**src/logic/tcs_alarm_pkg.sv**
```systemverilog
`default_nettype none
package supervision_pkg;
	localparam int unsigned CLK_HZ       = 50_000_000;
	// Times in ms
	localparam int unsigned DROP_OFF_MS  = 400;
	localparam int unsigned PICK_UP_MS   = 50;
	// Cycle counts derived from the clock rate
	localparam int unsigned DROP_OFF_CYC = DROP_OFF_MS * (CLK_HZ / 1000);
	localparam int unsigned PICK_UP_CYC  = PICK_UP_MS * (CLK_HZ / 1000);
	localparam int unsigned CNT_W        = 25;

	typedef enum logic [1:0] {
		SRC_CLOSED_ONLY,
		SRC_OPEN_ONLY,
		SRC_BOTH
	} status_source_t;

	// Opto-inputs from the trip circuit
	typedef struct packed {
		logic closed_path;
		logic open_path;
	} opto_in_t;

	typedef struct packed {
		logic relay_nc_closed;
		logic indicator;
		logic user_alarm;
		logic breaker_closed;
		logic breaker_state_valid;
	} alarm_out_t;
endpackage : supervision_pkg
`default_nettype wire

```
**src/logic/trip_circuit_supervision_alarm.sv**
```systemverilog
`default_nettype none
module trip_circuit_supervision_alarm
	import supervision_pkg::*;
#(
	parameter int unsigned DROP_OFF_CYCLES = DROP_OFF_CYC,
	parameter int unsigned PICK_UP_CYCLES  = PICK_UP_CYC
) (
	input  wire logic                            ref_clk,         // 50 MHz clock
	input  wire logic                            srst,            // Sync reset, high
	input  wire logic                            two_input_mode,  // 1: two-input scheme
	input  wire supervision_pkg::status_source_t src_sel,         // Breaker state source
	input  wire supervision_pkg::opto_in_t       opto,            // Opto-inputs
	input  wire logic                            indicator_reset, // Indicator clear request
	output var  supervision_pkg::alarm_out_t     alarm_o          // Registered outputs
);
	import supervision_pkg::*;

	// Counters are CNT_W wide; longer delays need a wider counter
	if (DROP_OFF_CYCLES < 1 || DROP_OFF_CYCLES >= (1 << CNT_W)) begin : g_drop_off_range
		$error("DROP_OFF_CYCLES out of range");
	end
	if (PICK_UP_CYCLES < 1 || PICK_UP_CYCLES >= (1 << CNT_W)) begin : g_pick_up_range
		$error("PICK_UP_CYCLES out of range");
	end

	// Shared end test of both delay counters
	function automatic logic at_end(
		input logic [CNT_W-1:0] cnt,
		input int unsigned      cycles
	);
		return cnt == CNT_W'(cycles - 1);
	endfunction : at_end

	typedef struct packed {
		logic [CNT_W-1:0] hold_cnt;
		logic             superv;
		logic [CNT_W-1:0] pu_cnt;
		logic             fail;
		logic             was_closed;
		alarm_out_t       out;
	} state_t;

	state_t st_q, st_d;
	logic   energised;
	logic   brk_closed;
	logic   brk_valid;

	always_comb begin
		energised = two_input_mode ? (opto.closed_path | opto.open_path) : opto.closed_path;
		case (src_sel)
			SRC_CLOSED_ONLY: begin
				brk_closed = opto.closed_path;
				brk_valid  = 1'b1;
			end
			SRC_OPEN_ONLY: begin
				brk_closed = ~opto.open_path;
				brk_valid  = 1'b1;
			end
			SRC_BOTH: begin
				brk_closed = opto.closed_path;
				brk_valid  = opto.closed_path ^ opto.open_path;
			end
			default: begin
				brk_closed = 1'b0;
				brk_valid  = 1'b0;
			end
		endcase
	end

	always_comb begin
		st_d = st_q;
		// drop-off delay timer
		// Any energised cycle restarts the count, so dips never add up
		if (energised) begin
			st_d.superv   = 1'b1;
			st_d.hold_cnt = '0;
		end else if (st_q.superv) begin
			if (at_end(st_q.hold_cnt, DROP_OFF_CYCLES))
				st_d.superv = 1'b0;
			else
				st_d.hold_cnt = st_q.hold_cnt + 1'b1;
		end
		if (st_q.superv) begin
			st_d.pu_cnt = '0;
			st_d.fail   = 1'b0;
		end else if (!st_q.fail) begin
			if (at_end(st_q.pu_cnt, PICK_UP_CYCLES))
				st_d.fail = 1'b1;
			else
				st_d.pu_cnt = st_q.pu_cnt + 1'b1;
		end
		if (brk_valid && brk_closed)
			st_d.was_closed = 1'b1;
		st_d.out.relay_nc_closed = ~st_q.superv;
		st_d.out.user_alarm = st_q.fail && (!two_input_mode || st_q.was_closed);
		if (st_d.out.user_alarm)
			st_d.out.indicator = 1'b1;
		else if (indicator_reset && !st_q.fail)
			st_d.out.indicator = 1'b0;
		if (st_q.superv) begin
			st_d.out.user_alarm = 1'b0;
			if (indicator_reset)
				st_d.out.indicator = 1'b0;
		end
		st_d.out.breaker_closed      = brk_closed;
		st_d.out.breaker_state_valid = brk_valid;
	end

	always_ff @(posedge ref_clk) begin
		if (srst)
			st_q <= '0;
		else
			st_q <= st_d;
	end

	assign alarm_o = st_q.out;

	// Assertions
	a_superv_rise: assert property (@(posedge ref_clk) disable iff (srst)
		energised |=> st_q.superv) else $error("supervision not set");
	a_superv_hold: assert property (@(posedge ref_clk) disable iff (srst)
		$fell(energised) |=> st_q.superv [*8]) else $error("supervision dropped early");
	a_relay_open: assert property (@(posedge ref_clk) disable iff (srst)
		st_q.superv |=> !alarm_o.relay_nc_closed) else $error("relay not open");
	a_alarm_reset: assert property (@(posedge ref_clk) disable iff (srst)
		st_q.superv |=> !alarm_o.user_alarm) else $error("user alarm not reset");
	a_pickup_delay: assert property (@(posedge ref_clk) disable iff (srst)
		$fell(st_q.superv) |=> !st_q.fail [*2]) else $error("pick-up too fast");
	a_indicator_set: assert property (@(posedge ref_clk) disable iff (srst)
		alarm_o.user_alarm |-> alarm_o.indicator) else $error("indicator not set");
	a_two_input: assert property (@(posedge ref_clk) disable iff (srst)
		two_input_mode && (opto.closed_path || opto.open_path) |=> st_q.superv)
		else $error("single low input raised failure");
	a_closed_first: assert property (@(posedge ref_clk) disable iff (srst)
		two_input_mode && !st_q.was_closed |=> !alarm_o.user_alarm)
		else $error("fault reported before closing");
	a_latch_hold: assert property (@(posedge ref_clk) disable iff (srst)
		alarm_o.indicator && !indicator_reset |=> alarm_o.indicator)
		else $error("indicator cleared without reset");

	// Drop-off timing
	a_drop_early: assert property (@(posedge ref_clk) disable iff (srst)
		st_q.superv && !energised && !at_end(st_q.hold_cnt, DROP_OFF_CYCLES) |=> st_q.superv)
		else $error("supervision dropped before its count ended");
	a_drop_end: assert property (@(posedge ref_clk) disable iff (srst)
		st_q.superv && !energised && at_end(st_q.hold_cnt, DROP_OFF_CYCLES) |=> !st_q.superv)
		else $error("supervision held past its count");

	// Relay and alarm reset
	a_relay_closed: assert property (@(posedge ref_clk) disable iff (srst)
		!st_q.superv |=> alarm_o.relay_nc_closed)
		else $error("relay not closed after supervision loss");
	a_fail_cleared: assert property (@(posedge ref_clk) disable iff (srst)
		st_q.superv |=> !st_q.fail)
		else $error("failure kept while supervised");

	// Pick-up timing
	a_pickup_early: assert property (@(posedge ref_clk) disable iff (srst)
		!st_q.superv && !st_q.fail && !at_end(st_q.pu_cnt, PICK_UP_CYCLES) |=> !st_q.fail)
		else $error("failure set before pick-up ended");
	a_pickup_end: assert property (@(posedge ref_clk) disable iff (srst)
		!st_q.superv && !st_q.fail && at_end(st_q.pu_cnt, PICK_UP_CYCLES) |=> st_q.fail)
		else $error("failure not set at pick-up end");
	a_fail_gate: assert property (@(posedge ref_clk) disable iff (srst)
		!st_q.fail |=> !alarm_o.user_alarm)
		else $error("user alarm without delayed failure");

	// Alarm outputs
	a_user_follow: assert property (@(posedge ref_clk) disable iff (srst)
		st_q.fail && !st_q.superv && (!two_input_mode || st_q.was_closed) |=> alarm_o.user_alarm)
		else $error("user alarm missing");

	// Two-input scheme and breaker state source
	a_single_low: assert property (@(posedge ref_clk) disable iff (srst)
		two_input_mode && (opto.closed_path ^ opto.open_path) |=> st_q.superv)
		else $error("one low input dropped supervision");
	a_state_both: assert property (@(posedge ref_clk) disable iff (srst)
		src_sel == SRC_BOTH && opto.closed_path == opto.open_path
		|=> !alarm_o.breaker_state_valid) else $error("breaker state valid on equal inputs");
	a_state_open: assert property (@(posedge ref_clk) disable iff (srst)
		src_sel == SRC_OPEN_ONLY |=> alarm_o.breaker_state_valid
		&& alarm_o.breaker_closed == !$past(opto.open_path)) else $error("open contact state wrong");
	a_state_closed: assert property (@(posedge ref_clk) disable iff (srst)
		src_sel == SRC_CLOSED_ONLY |=> alarm_o.breaker_state_valid
		&& alarm_o.breaker_closed == $past(opto.closed_path)) else $error("closed contact state wrong");
	a_closed_memory: assert property (@(posedge ref_clk) disable iff (srst)
		brk_valid && brk_closed |=> st_q.was_closed)
		else $error("breaker closing not remembered");
	a_closed_sticky: assert property (@(posedge ref_clk) disable iff (srst)
		st_q.was_closed |=> st_q.was_closed)
		else $error("breaker closing memory lost");

	// Indicator clear
	a_indicator_clear: assert property (@(posedge ref_clk) disable iff (srst)
		indicator_reset && !st_q.fail |=> !alarm_o.indicator)
		else $error("indicator not cleared by reset");

	c_alarm:  cover property (@(posedge ref_clk) $rose(alarm_o.user_alarm));
	c_clear:  cover property (@(posedge ref_clk) $fell(alarm_o.indicator));
	c_dip:    cover property (@(posedge ref_clk) $fell(energised) ##1 energised);
	c_closed: cover property (@(posedge ref_clk) alarm_o.breaker_closed && src_sel == SRC_BOTH);
	c_open:   cover property (@(posedge ref_clk) alarm_o.breaker_state_valid && src_sel == SRC_OPEN_ONLY);
endmodule : trip_circuit_supervision_alarm
`default_nettype wire

```
**config.mk**
```make
export PLATFORM = sky130hd
export DESIGN_NAME = trip_circuit_supervision_alarm
export DESIGN_NICKNAME = d
export VERILOG_FILES = /design/src/logic/tcs_alarm_pkg.sv /design/src/logic/trip_circuit_supervision_alarm.sv
export SDC_FILE = /design/constraint.sdc
export NUM_CORES = 1
export LEC_CHECK = 0
export BUFFER_PORTS_ARGS = -buffer_cell sky130_fd_sc_hd__buf_2
export CAP_MARGIN = 10
export CORE_MARGIN = 4
export CORE_UTILIZATION = 62
export DETAILED_ROUTE_END_ITERATION = 6
export GPL_TIMING_DRIVEN = 0
export PLACE_DENSITY_LB_ADDON = 0.3
export SYNTH_ARGS = -nofsm -noshare
export SYNTH_HDL_FRONTEND = slang
export SYNTH_SLANG_ARGS = --single-unit
```
**constraint.sdc**
```tcl
create_clock -name ref_clk -period 2.9 [get_ports ref_clk]
set_input_delay 0.58 -clock ref_clk [delete_from_list [all_inputs] [get_ports ref_clk]]
set_output_delay 0.58 -clock ref_clk [all_outputs]
set_load 0.005 [all_outputs]
```
==> metrics, run 1 <==
Post-Syn Instances roughly 330; top sig layer met4; Layout fillers 341; n_diodes 0; Post-Syn Area per Cell 8.53 µm²; met2 wire length between 3000 and 4000 µm; PortBufs 12; DR pass1 iterations 5; Slowest-stage cell, CP or3_1; layout cells sized above 1 0.124; CTS Hold Bufs 0; vias between 2,000 and 2,500; row cnt 24; clk buf depth 2; I/O pin cnt 13; overall power between 1.5 and 2 mW; H-tree Lvls 3; initial core utilization 0.643; Yosys top cell by area dfxtp_1; RSZ-0062 raised after global routing false; fin worst setup slack a little over 0.9 ns; Post-Route WL around 5800 µm; vias per inst 5.91; Setup CP Type flop to flop; slew at the pin closest to its max-slew limit between 0.5 and 0.6 ns; initial antenna violation count 0; CP arrival approximately 2.3 ns; Final Setup Violations 0; CP Capture Type flop; Worst setup SP type flop; grt ovf 0; Distinct cells, synth 39; largest net degree at the start of global routing 11; Num CTS Buffers 9; final slew viol count 0; Power Density between 500 and 600 nW/µm²; clk_lat worst skew 0.34 ns; CTS clk-pin slew, worst paths around 0.070 ns; VDD IR-drop max 477 µV; hold slack 0.439 ns; total of max-cap violations 0; Post-CTS Setup Bufs 0; max frequency just over 500 MHz; initial drt markers 201; die width 75.2 µm; # clock sinks 58; status completed; Die Y approximately 75 µm; Final Hold Fails 0; Routed WL per cell 14.3 µm; critical path cell sequence nand4_1 -> or3_1 -> or4_1 -> nand2_1; Seq/Total Area, Yosys 0.415; setup TNS after final layout 0 ns; R2R Setup Slk 0.93 ns; post-CTS sizing 0; crit-path max FO 9; leak pwr roughly 1.1 nW; CP max stage delay about 0.5 ns; Synth async-reset ratio 0; Post-Syn Area approximately 2800 µm²; die area between 5000 and 6000 µm²; Synth top area share 0.415; area of the multi-input gates between 1500 and 2000 µm²; Synth area leaders dfxtp_1, xnor2_1, nor2_1; top_reg_cell synth dfxtp_1; Place WS 0.858 ns; gpl congestion around 0.81; Total GRT Usage 0.239; CP required approximately 3.2 ns; Yosys reg bits slightly below 60; vias in the first global route between 2,000 and 2,500; CTS tree yes; Post-synth EDFFs 0; register area ~1200 µm²; Hold WC Path Type input port to flop; Synthesized Nets between 300 and 400; met3 WL post-DR 197 µm; Detail Route Antenna Nets 0; crit share post-route 0.679; Core ar. approximately 4400 µm²; CTS Root Cell clkbuf_8; skew final ~0.014 ns; area grow syn2layout 12.7%; DRC violations left 0; dpl hpwl 4020 µm; M1 WL 2450 µm; Slew headroom 0.610; synth warn 0; Tmin final between 1.5 and 2 ns; fin nets between 300 and 400; global-route wire length before repair between 10,000 and 15,000 µm
-- per-stage QoR --
stage / utilization / instance area, µm² / instances
finish: 0.724 / 3150 / 408
global route: 0.724 / 3150 / 408
CTS: 0.724 / 3150 / 408
detailed placement: 0.671 / 2920 / 392
global placement: 0.671 / 2920 / 392
floorplan: - / 2800 / 328
-- worst max-delay path: cells and delay by family (launching register included) --
kind,cells,cell delay (ns)
flip-flops,1,0.48
AND/OR/NAND/NOR,4,1.44
-- layer usage --
layer,global-route usage,vias up
met3,0.0895,8
met1,0.257,1148
met2,0.422,48
li1,-,1206
met5,0,-
met4,0.0990,0
-- path summary, 6_finish.rpt --
kind	end	cells after the start	start
worst max-delay path	st_q[44]	4	st_q[32]
worst min-delay path	alarm_o[3]	2	indicator_reset
worst max register to register	st_q[44]	4	st_q[32]
worst min register to register	st_q[5]	2	st_q[5]
-- state kept, by name, summed over array words and instances, names as in the netlist --
signal and cells:
alarm_o 5, st_q 53
-- final cells by class --
class,instances,area share
Buffer,14,0.0286
Clock buffer,12,0.0492
Clock inverter,4,0.0234
Inverter,10,0.0119
Multi-Input combinational cell,246,0.479
Sequential cell,58,0.368
Tap cell,52,0.0206
Timing Repair Buffer,12,0.0191
-- Yosys cell counts, drive strengths merged, types with 4 or more instances --
library cell	instances
dfxtp	58
nor2	43
nand2	29
xnor2	29
nand3	17
o21ai	16
nor4	14
nor3	13
a21oi	11
or3	11
and3	10
inv	10
nand4	10
buf	8
and4	6
clkbuf	6
nor2b	5
nor4b	4
-- kinds of logic after synthesis --
kind of cell,synth area share
flops,0.415
buf+inv,0.0456
mux,0.0112
xor+xnor,0.100
simple gates,0.346
fa+ha+maj,0.0134
compound gates,0.0689
-- cell usage in the layout, fill, tap and decap left out, types with 11 or more instances in the layout --
cell      count
dfxtp_1      58
nor2_1       43
xnor2_1      29
nand2_1      28
nand3_1      16
o21ai_0      16
nor3_1       13
buf_2        12
or3_1        11
a21oi_1      11
clkbuf_8     11
-- power by group --
| part | switching [mW] | leakage, nW | internal (mW) |
|---|---|---|---|
| clock network | 0.310 | 0.117 | 0.531 |
| registers | 0.00601 | 0.469 | 0.805 |
| logic | 0.0323 | 0.489 | 0.0206 |
| total | 0.348 | 1.07 | 1.36 |
No activity file was read; power rests on OpenSTA's default activity.
==> inputs of run 2 (changes only) <==
CORE_UTILIZATION = 55   (was 62)
clock period = 1.75 ns   (was 2.9 ns; I/O delays follow)
==> run 2 against run 1 <==
Against the previous run: the flow now finishes with violations (negative setup slack); die area grew 11%; global-route usage is 3.8 points lower; critical path type unchanged; worst hold slack lost 0.22 ns.
==> metrics, run 2 (synthesis gave the netlist of run 1 again) <==
global-route wire length before repair 10,100 µm (-1.8%); Detail Route Antenna Nets 0 (unchanged); Power Density 760 nW/µm² (+40%); leak pwr 1.11 nW (+3.3%); crit-path max FO 6 (-3); Final Setup Violations 1 (+1); failing checks negative setup slack; initial antenna violation count 0 (unchanged); vias 2,415 (+0.21%); Core ar. 4820 µm² (+11%); CTS clk-pin slew, worst paths 0.07 ns (about the same); initial drt markers 130 (-35%); grt ovf 0 (unchanged); die area 6290 µm² (+11%); vias in the first global route 2,321 (-3.6%); CP arrival 2.05 ns (-0.21 ns); CTS tree yes; hold slack 0.216 ns (-0.223 ns); slew at the pin closest to its max-slew limit 0.511 ns (-0.0684 ns); Final Instance Area 3270 µm² (+3.7%); CTS Root Cell clkbuf_8; Post-Route WL 6050 µm (+4.1%); Hold WC Path Type input port to flop; CP required 2.03 ns (-1.16 ns); area grow syn2layout 16.8%; row cnt 25 (+4.2%); overall power 2.48 mW (+46%); most common cell after layout, fill and taps aside dfxtp_1; Final Hold Fails 0 (unchanged); CP Capture Type flop; R2R Setup Slk -0.02 ns (-0.95 ns); initial core utilization 0.581 (-0.0617); crit share post-route 1.01 (+0.330); largest net degree at the start of global routing 11 (unchanged); fin worst setup slack -0.0159 ns (-0.947 ns); Hold Path Sink alarm_o[3]; gpl congestion 0.804 (-0.21%); Tmin final 1.77 ns (-0.203 ns); skew final 0.00768 ns (-0.00608 ns); VDD IR-drop max 791 µV (+66%); RSZ-0062 raised after global routing true; Worst setup SP type flop; layout cells sized above 1 0.193 (+0.0691); dpl hpwl 3930 µm (-2.2%); PortBufs 12 (unchanged); placed insts 407 (+3.8%); placed inst area 2940 µm² (+0.64%); fin nets 364 (+0.55%); final instance count without filler cells 425 (+4.2%); final slew viol count 0 (unchanged); vias per inst 5.68 (-3.8%); Biggest register st_q; hold path cells 2 (unchanged); most frequent cells in the layout dfxtp_1, nor2_1, xnor2_1, nand2_1; DRC violations left 0 (unchanged); n_diodes 0 (unchanged); clk_lat worst skew 0.33 ns (about the same); I/O pin cnt 13 (unchanged); Reg2Reg Depth 6 (+2); RR Endpoint st_q[44]; status complete, but fails checks; DR pass1 iterations 4 (-1); R2R Path Start st_q[38]; Total GRT Usage 0.201 (-0.0379); total of max-cap violations 0 (unchanged); Routed WL per cell 14.2 µm (-0.10%); Layout fillers 405 (+19%); # clock sinks 58 (unchanged); Num CTS Buffers 9 (unchanged); Setup CP Type flop to flop; die width 79.3 µm (+5.5%); Hold Path Origin indicator_reset; Slew headroom 0.659 (+0.0487); max reg flops 53 (unchanged); clk buf depth 2 (unchanged); H-tree Lvls 3 (unchanged); max frequency 566 MHz (+11%); Die Y 79.3 µm (+5.5%)
-- run 2: cell count changes in the layout (fill, tap and decap cells not counted), sizes merged --
cell	before	now
buf	20	23
bufinv	2	0
clkinv	2	3
-- run 2: worst max-delay path by stage --
stage               startpoint       end  slack, ns  cells after the start
finish                st_q[38]  st_q[44]      -0.02                      6
floorplan             st_q[36]  st_q[44]       0.14                      6
global placement      st_q[32]  st_q[44]      -0.13                      4
detailed placement    st_q[32]  st_q[44]      -0.19                      4
global route          st_q[39]  st_q[44]      -0.08                      6
CTS                   st_q[14]  st_q[28]      0.003                      6
-- run 2: where the power goes --
part | internal (mW) | switching [mW] | leakage, nW
Clock | 0.546 | 0.501 | 0.0872
Combinational | 0.0346 | 0.0534 | 0.550
Sequential | 1.33 | 0.0111 | 0.472
Total | 1.92 | 0.566 | 1.11
-- run 2: final cells by class --
cell class / count / area [µm²] / area share
plain buffers: 13 / 95.1 / 0.0291
clock buffers: 13 / 149 / 0.0456
clock inverters: 3 / 15.0 / 0.00460
inverters: 10 / 37.5 / 0.0115
multi-input cells: 246 / 1620 / 0.495
flip-flops and latches: 58 / 1170 / 0.358
well taps: 67 / 83.8 / 0.0257
repair buffers: 15 / 100 / 0.0306
-- run 2: repair_timing --
item / CTS / global route
gates cloned: 0 / 1
gates resized for setup: 8 / 28
hold buffers: 0 / 0
setup buffers: 1 / 1
endpoints found under the setup margin: 10 / 33
pin swaps: 1 / 1
-- run 2: layer usage --
layer,wire [µm],track usage,part of all wire
met1,2660,0.233,0.44
met2,3110,0.347,0.51
met3,174,0.0612,0.029
met4,103,0.0773,0.017
met5,0,0,0
-- run 2: worst max-delay path, stage by stage (launching register included) --
cell     delay (ns)
dfxtp_2        0.35
and4_1         0.21
buf_6          0.14
nand4_4        0.11
or3_1          0.36
or4_1          0.46
nand2_1        0.09
-- run 2: metrics by stage --
| stage | worst slack [ns] | TNS, ns | utilization |
|---|---|---|---|
| after global routing | -0.0763 | -0.212 | 0.678 |
| after detailed placement | -0.189 | -0.988 | 0.611 |
| after floorplan | 0.141 | 0 | - |
| after CTS | 0.00284 | 0 | 0.650 |
| final | -0.0159 | -0.0159 | 0.678 |
| after global placement | -0.125 | -0.245 | 0.611 |
==> inputs of run 3 (changes only) <==
BUFFER_PORTS_ARGS = unset   (was -buffer_cell sky130_fd_sc_hd__buf_2)
CORE_UTILIZATION = 56   (was 55)
DONT_BUFFER_PORTS = 1   (was unset)
==> run 3 against run 2 <==
Against the previous run: the flow now finishes without violations; fmax increased by 2.8%; clock power shrank 5%; via count fell by 1.7%; combinational power is 18% lower; register-to-register slack improved by 0.05 ns; non-clock buffer count shrank 11; wire length down 0.18%; setup slack better by 0.048 ns; cell area shrank 2.4%.
==> metrics, run 3 (synthesis gave the netlist of run 1 again) <==
status completed; CTS Hold Bufs 0 (unchanged); VDD IR-drop max 529 µV (-33%); Util after Layout 0.666 (-0.0120); area of the multi-input gates 1600 µm² (-0.93%); most common cell after layout, fill and taps aside dfxtp_1; row cnt 25 (unchanged); initial core utilization 0.585 (+0.00380); PortBufs 0 (-12); Hold Path Sink st_q[32]; Worst setup SP type flop; Clk pwr share 0.413 (-0.009); CTS Root Cell clkbuf_8; Total GRT Usage 0.198 (-0.00308); largest net degree at the start of global routing 11 (unchanged); Routed WL per cell 14.7 µm (+3.0%); top sig layer met4; Net Sw Power 514 µW (-9.2%); Final Hold Fails 0 (unchanged); die width 78.7 µm (-0.81%); Setup CP Type flop to flop; crit share post-route 0.982 (-0.0275); initial drt markers 116 (-11%); RR Endpoint st_q[44]; max reg flops 53 (unchanged); grt ovf 0 (unchanged); vias in the first global route 2,234 (-3.7%); Die Y 78.7 µm (-0.81%); skew final 0.00601 ns (-0.00167 ns); placed insts 395 (-2.9%); R2R Setup Slk 0.03 ns (+0.05 ns); Final Instance Area 3190 µm² (-2.4%); n_diodes 0 (unchanged); CTS clk-pin slew, worst paths 0.06 ns (about the same); met3 WL post-DR 195 µm (+12%); gpl congestion 0.753 (-6.3%); Hold WC Path Type input port to flop; Post-Route WL 6040 µm (-0.18%); layout cells sized above 1 0.151 (-0.0420); Layout fillers 384 (-5.2%); clk buf depth 2 (unchanged); Tmin final 1.72 ns (-0.0481 ns); dpl hpwl 3850 µm (-2.1%); Slew headroom 0.669 (+0.0102); leak pwr 1.05 nW (-4.9%); area grow syn2layout 14.0%; CP Capture Type flop; Detail Route Antenna Nets 0 (unchanged); initial antenna violation count 0 (unchanged); register area 1170 µm² (unchanged); Pint 1.90 mW (-0.80%); clk_lat worst skew 0.33 ns (about the same); Biggest register st_q; Num CTS Buffers 9 (unchanged); vias 2,374 (-1.7%); Net Sw Frac 0.213 (-0.0152); crit-path max FO 6 (unchanged); slew at the pin closest to its max-slew limit 0.497 ns (-0.0139 ns); setup TNS after final layout 0 ns (+0.0159 ns); final slew viol count 0 (unchanged); met2 wire length 3230 µm (+3.8%); hold path cells 1 (-1); global-route wire length before repair 9760 µm (-2.9%); CTS tree yes; overall power 2.41 mW (-2.7%); DR pass1 iterations 4 (unchanged); Hold Path Origin srst; Core ar. 4790 µm² (-0.65%); fin nets 353 (-3.0%); Seq pwr share 0.557 (+0.015); max frequency 582 MHz (+2.8%); most frequent cells in the layout dfxtp_1, nor2_1, xnor2_1, nand2_1; vias per inst 5.76 (+1.4%); total of max-cap violations 0 (unchanged); CP arrival 1.99 ns (-0.06 ns); Reg2Reg Depth 6 (unchanged); M1 WL 2530 µm (-4.9%); final instance count without filler cells 412 (-3.1%); I/O pin cnt 13 (unchanged); CP required 2.02 ns (about the same); Power Density 757 nW/µm² (-0.32%); Final Setup Violations 0 (-1); placed inst area 2880 µm² (-2.0%); # clock sinks 58 (unchanged); H-tree Lvls 3 (unchanged); DRC violations left 0 (unchanged); die area 6190 µm² (-1.6%); R2R Path Start st_q[36]; Comb power frac 0.030 (-0.005)
==> run 3: cell types whose count changed in the layout (fill, tap and decap cells not counted), sizes merged <==
cell    previous run  this run
buf               23        11
clkbuf            18        20
clkinv             3         0
==> run 3: layer usage <==
| metal | GRT usage | up-vias |
|---|---|---|
| met3 | 0.0573 | 8 |
| met1 | 0.221 | 1140 |
| met4 | 0.0927 | 0 |
| met2 | 0.345 | 42 |
| met5 | 0 | - |
| li1 | - | 1184 |
==> run 3: critical path, stage by stage, from the launching register on <==
cell     delay [ns]
dfxtp_2        0.36
and4_1         0.20
buf_6          0.14
nand4_4        0.12
or3_4          0.36
or4_1          0.41
nand2_1        0.08
==> run 3: final cells by class <==
cell class,instances,share of cell area
Inverter,10,0.0118
Sequential cell,58,0.367
Buffer,14,0.0322
Multi-Input combinational cell,246,0.502
Clock buffer,14,0.0479
Timing Repair Buffer,3,0.0126
Tap cell,67,0.0263
==> run 3: worst max-delay path by stage <==
stage,start,end
after floorplan,st_q[36],st_q[44]
after global placement,st_q[32],st_q[44]
after detailed placement,st_q[32],st_q[44]
after CTS,st_q[14],st_q[28]
after global routing,st_q[42],st_q[33]
final,st_q[36],st_q[44]
==> run 3: repair_timing <==
item,4_1_cts,5_1_grt
setup endpoints to repair,10,32
setup buffers,1,1
gates cloned,0,1
resized for setup,6,26
pin swaps,1,2
==> run 3: power groups by stage <==
stage	Clock [mW]	Combinational, mW	Sequential [mW]
2_1_floorplan	0	0.0560	1.37
3_5_place_dp	0	0.0723	1.37
5_1_grt	1.08	0.0834	1.35
3_3_place_gp	0	0.0702	1.37
6_report	0.997	0.0722	1.34
4_1_cts	1.02	0.0734	1.35
==> run 3: metrics by stage <==
step | worst slack [ns] | hold WS, ns
floorplan | 0.141 | 0.419
global placement | -0.147 | 0.422
detailed placement | -0.166 | 0.427
CTS | 0.0254 | 0.0745
global route | -0.0178 | 0.0683
finish | 0.0322 | 0.0870
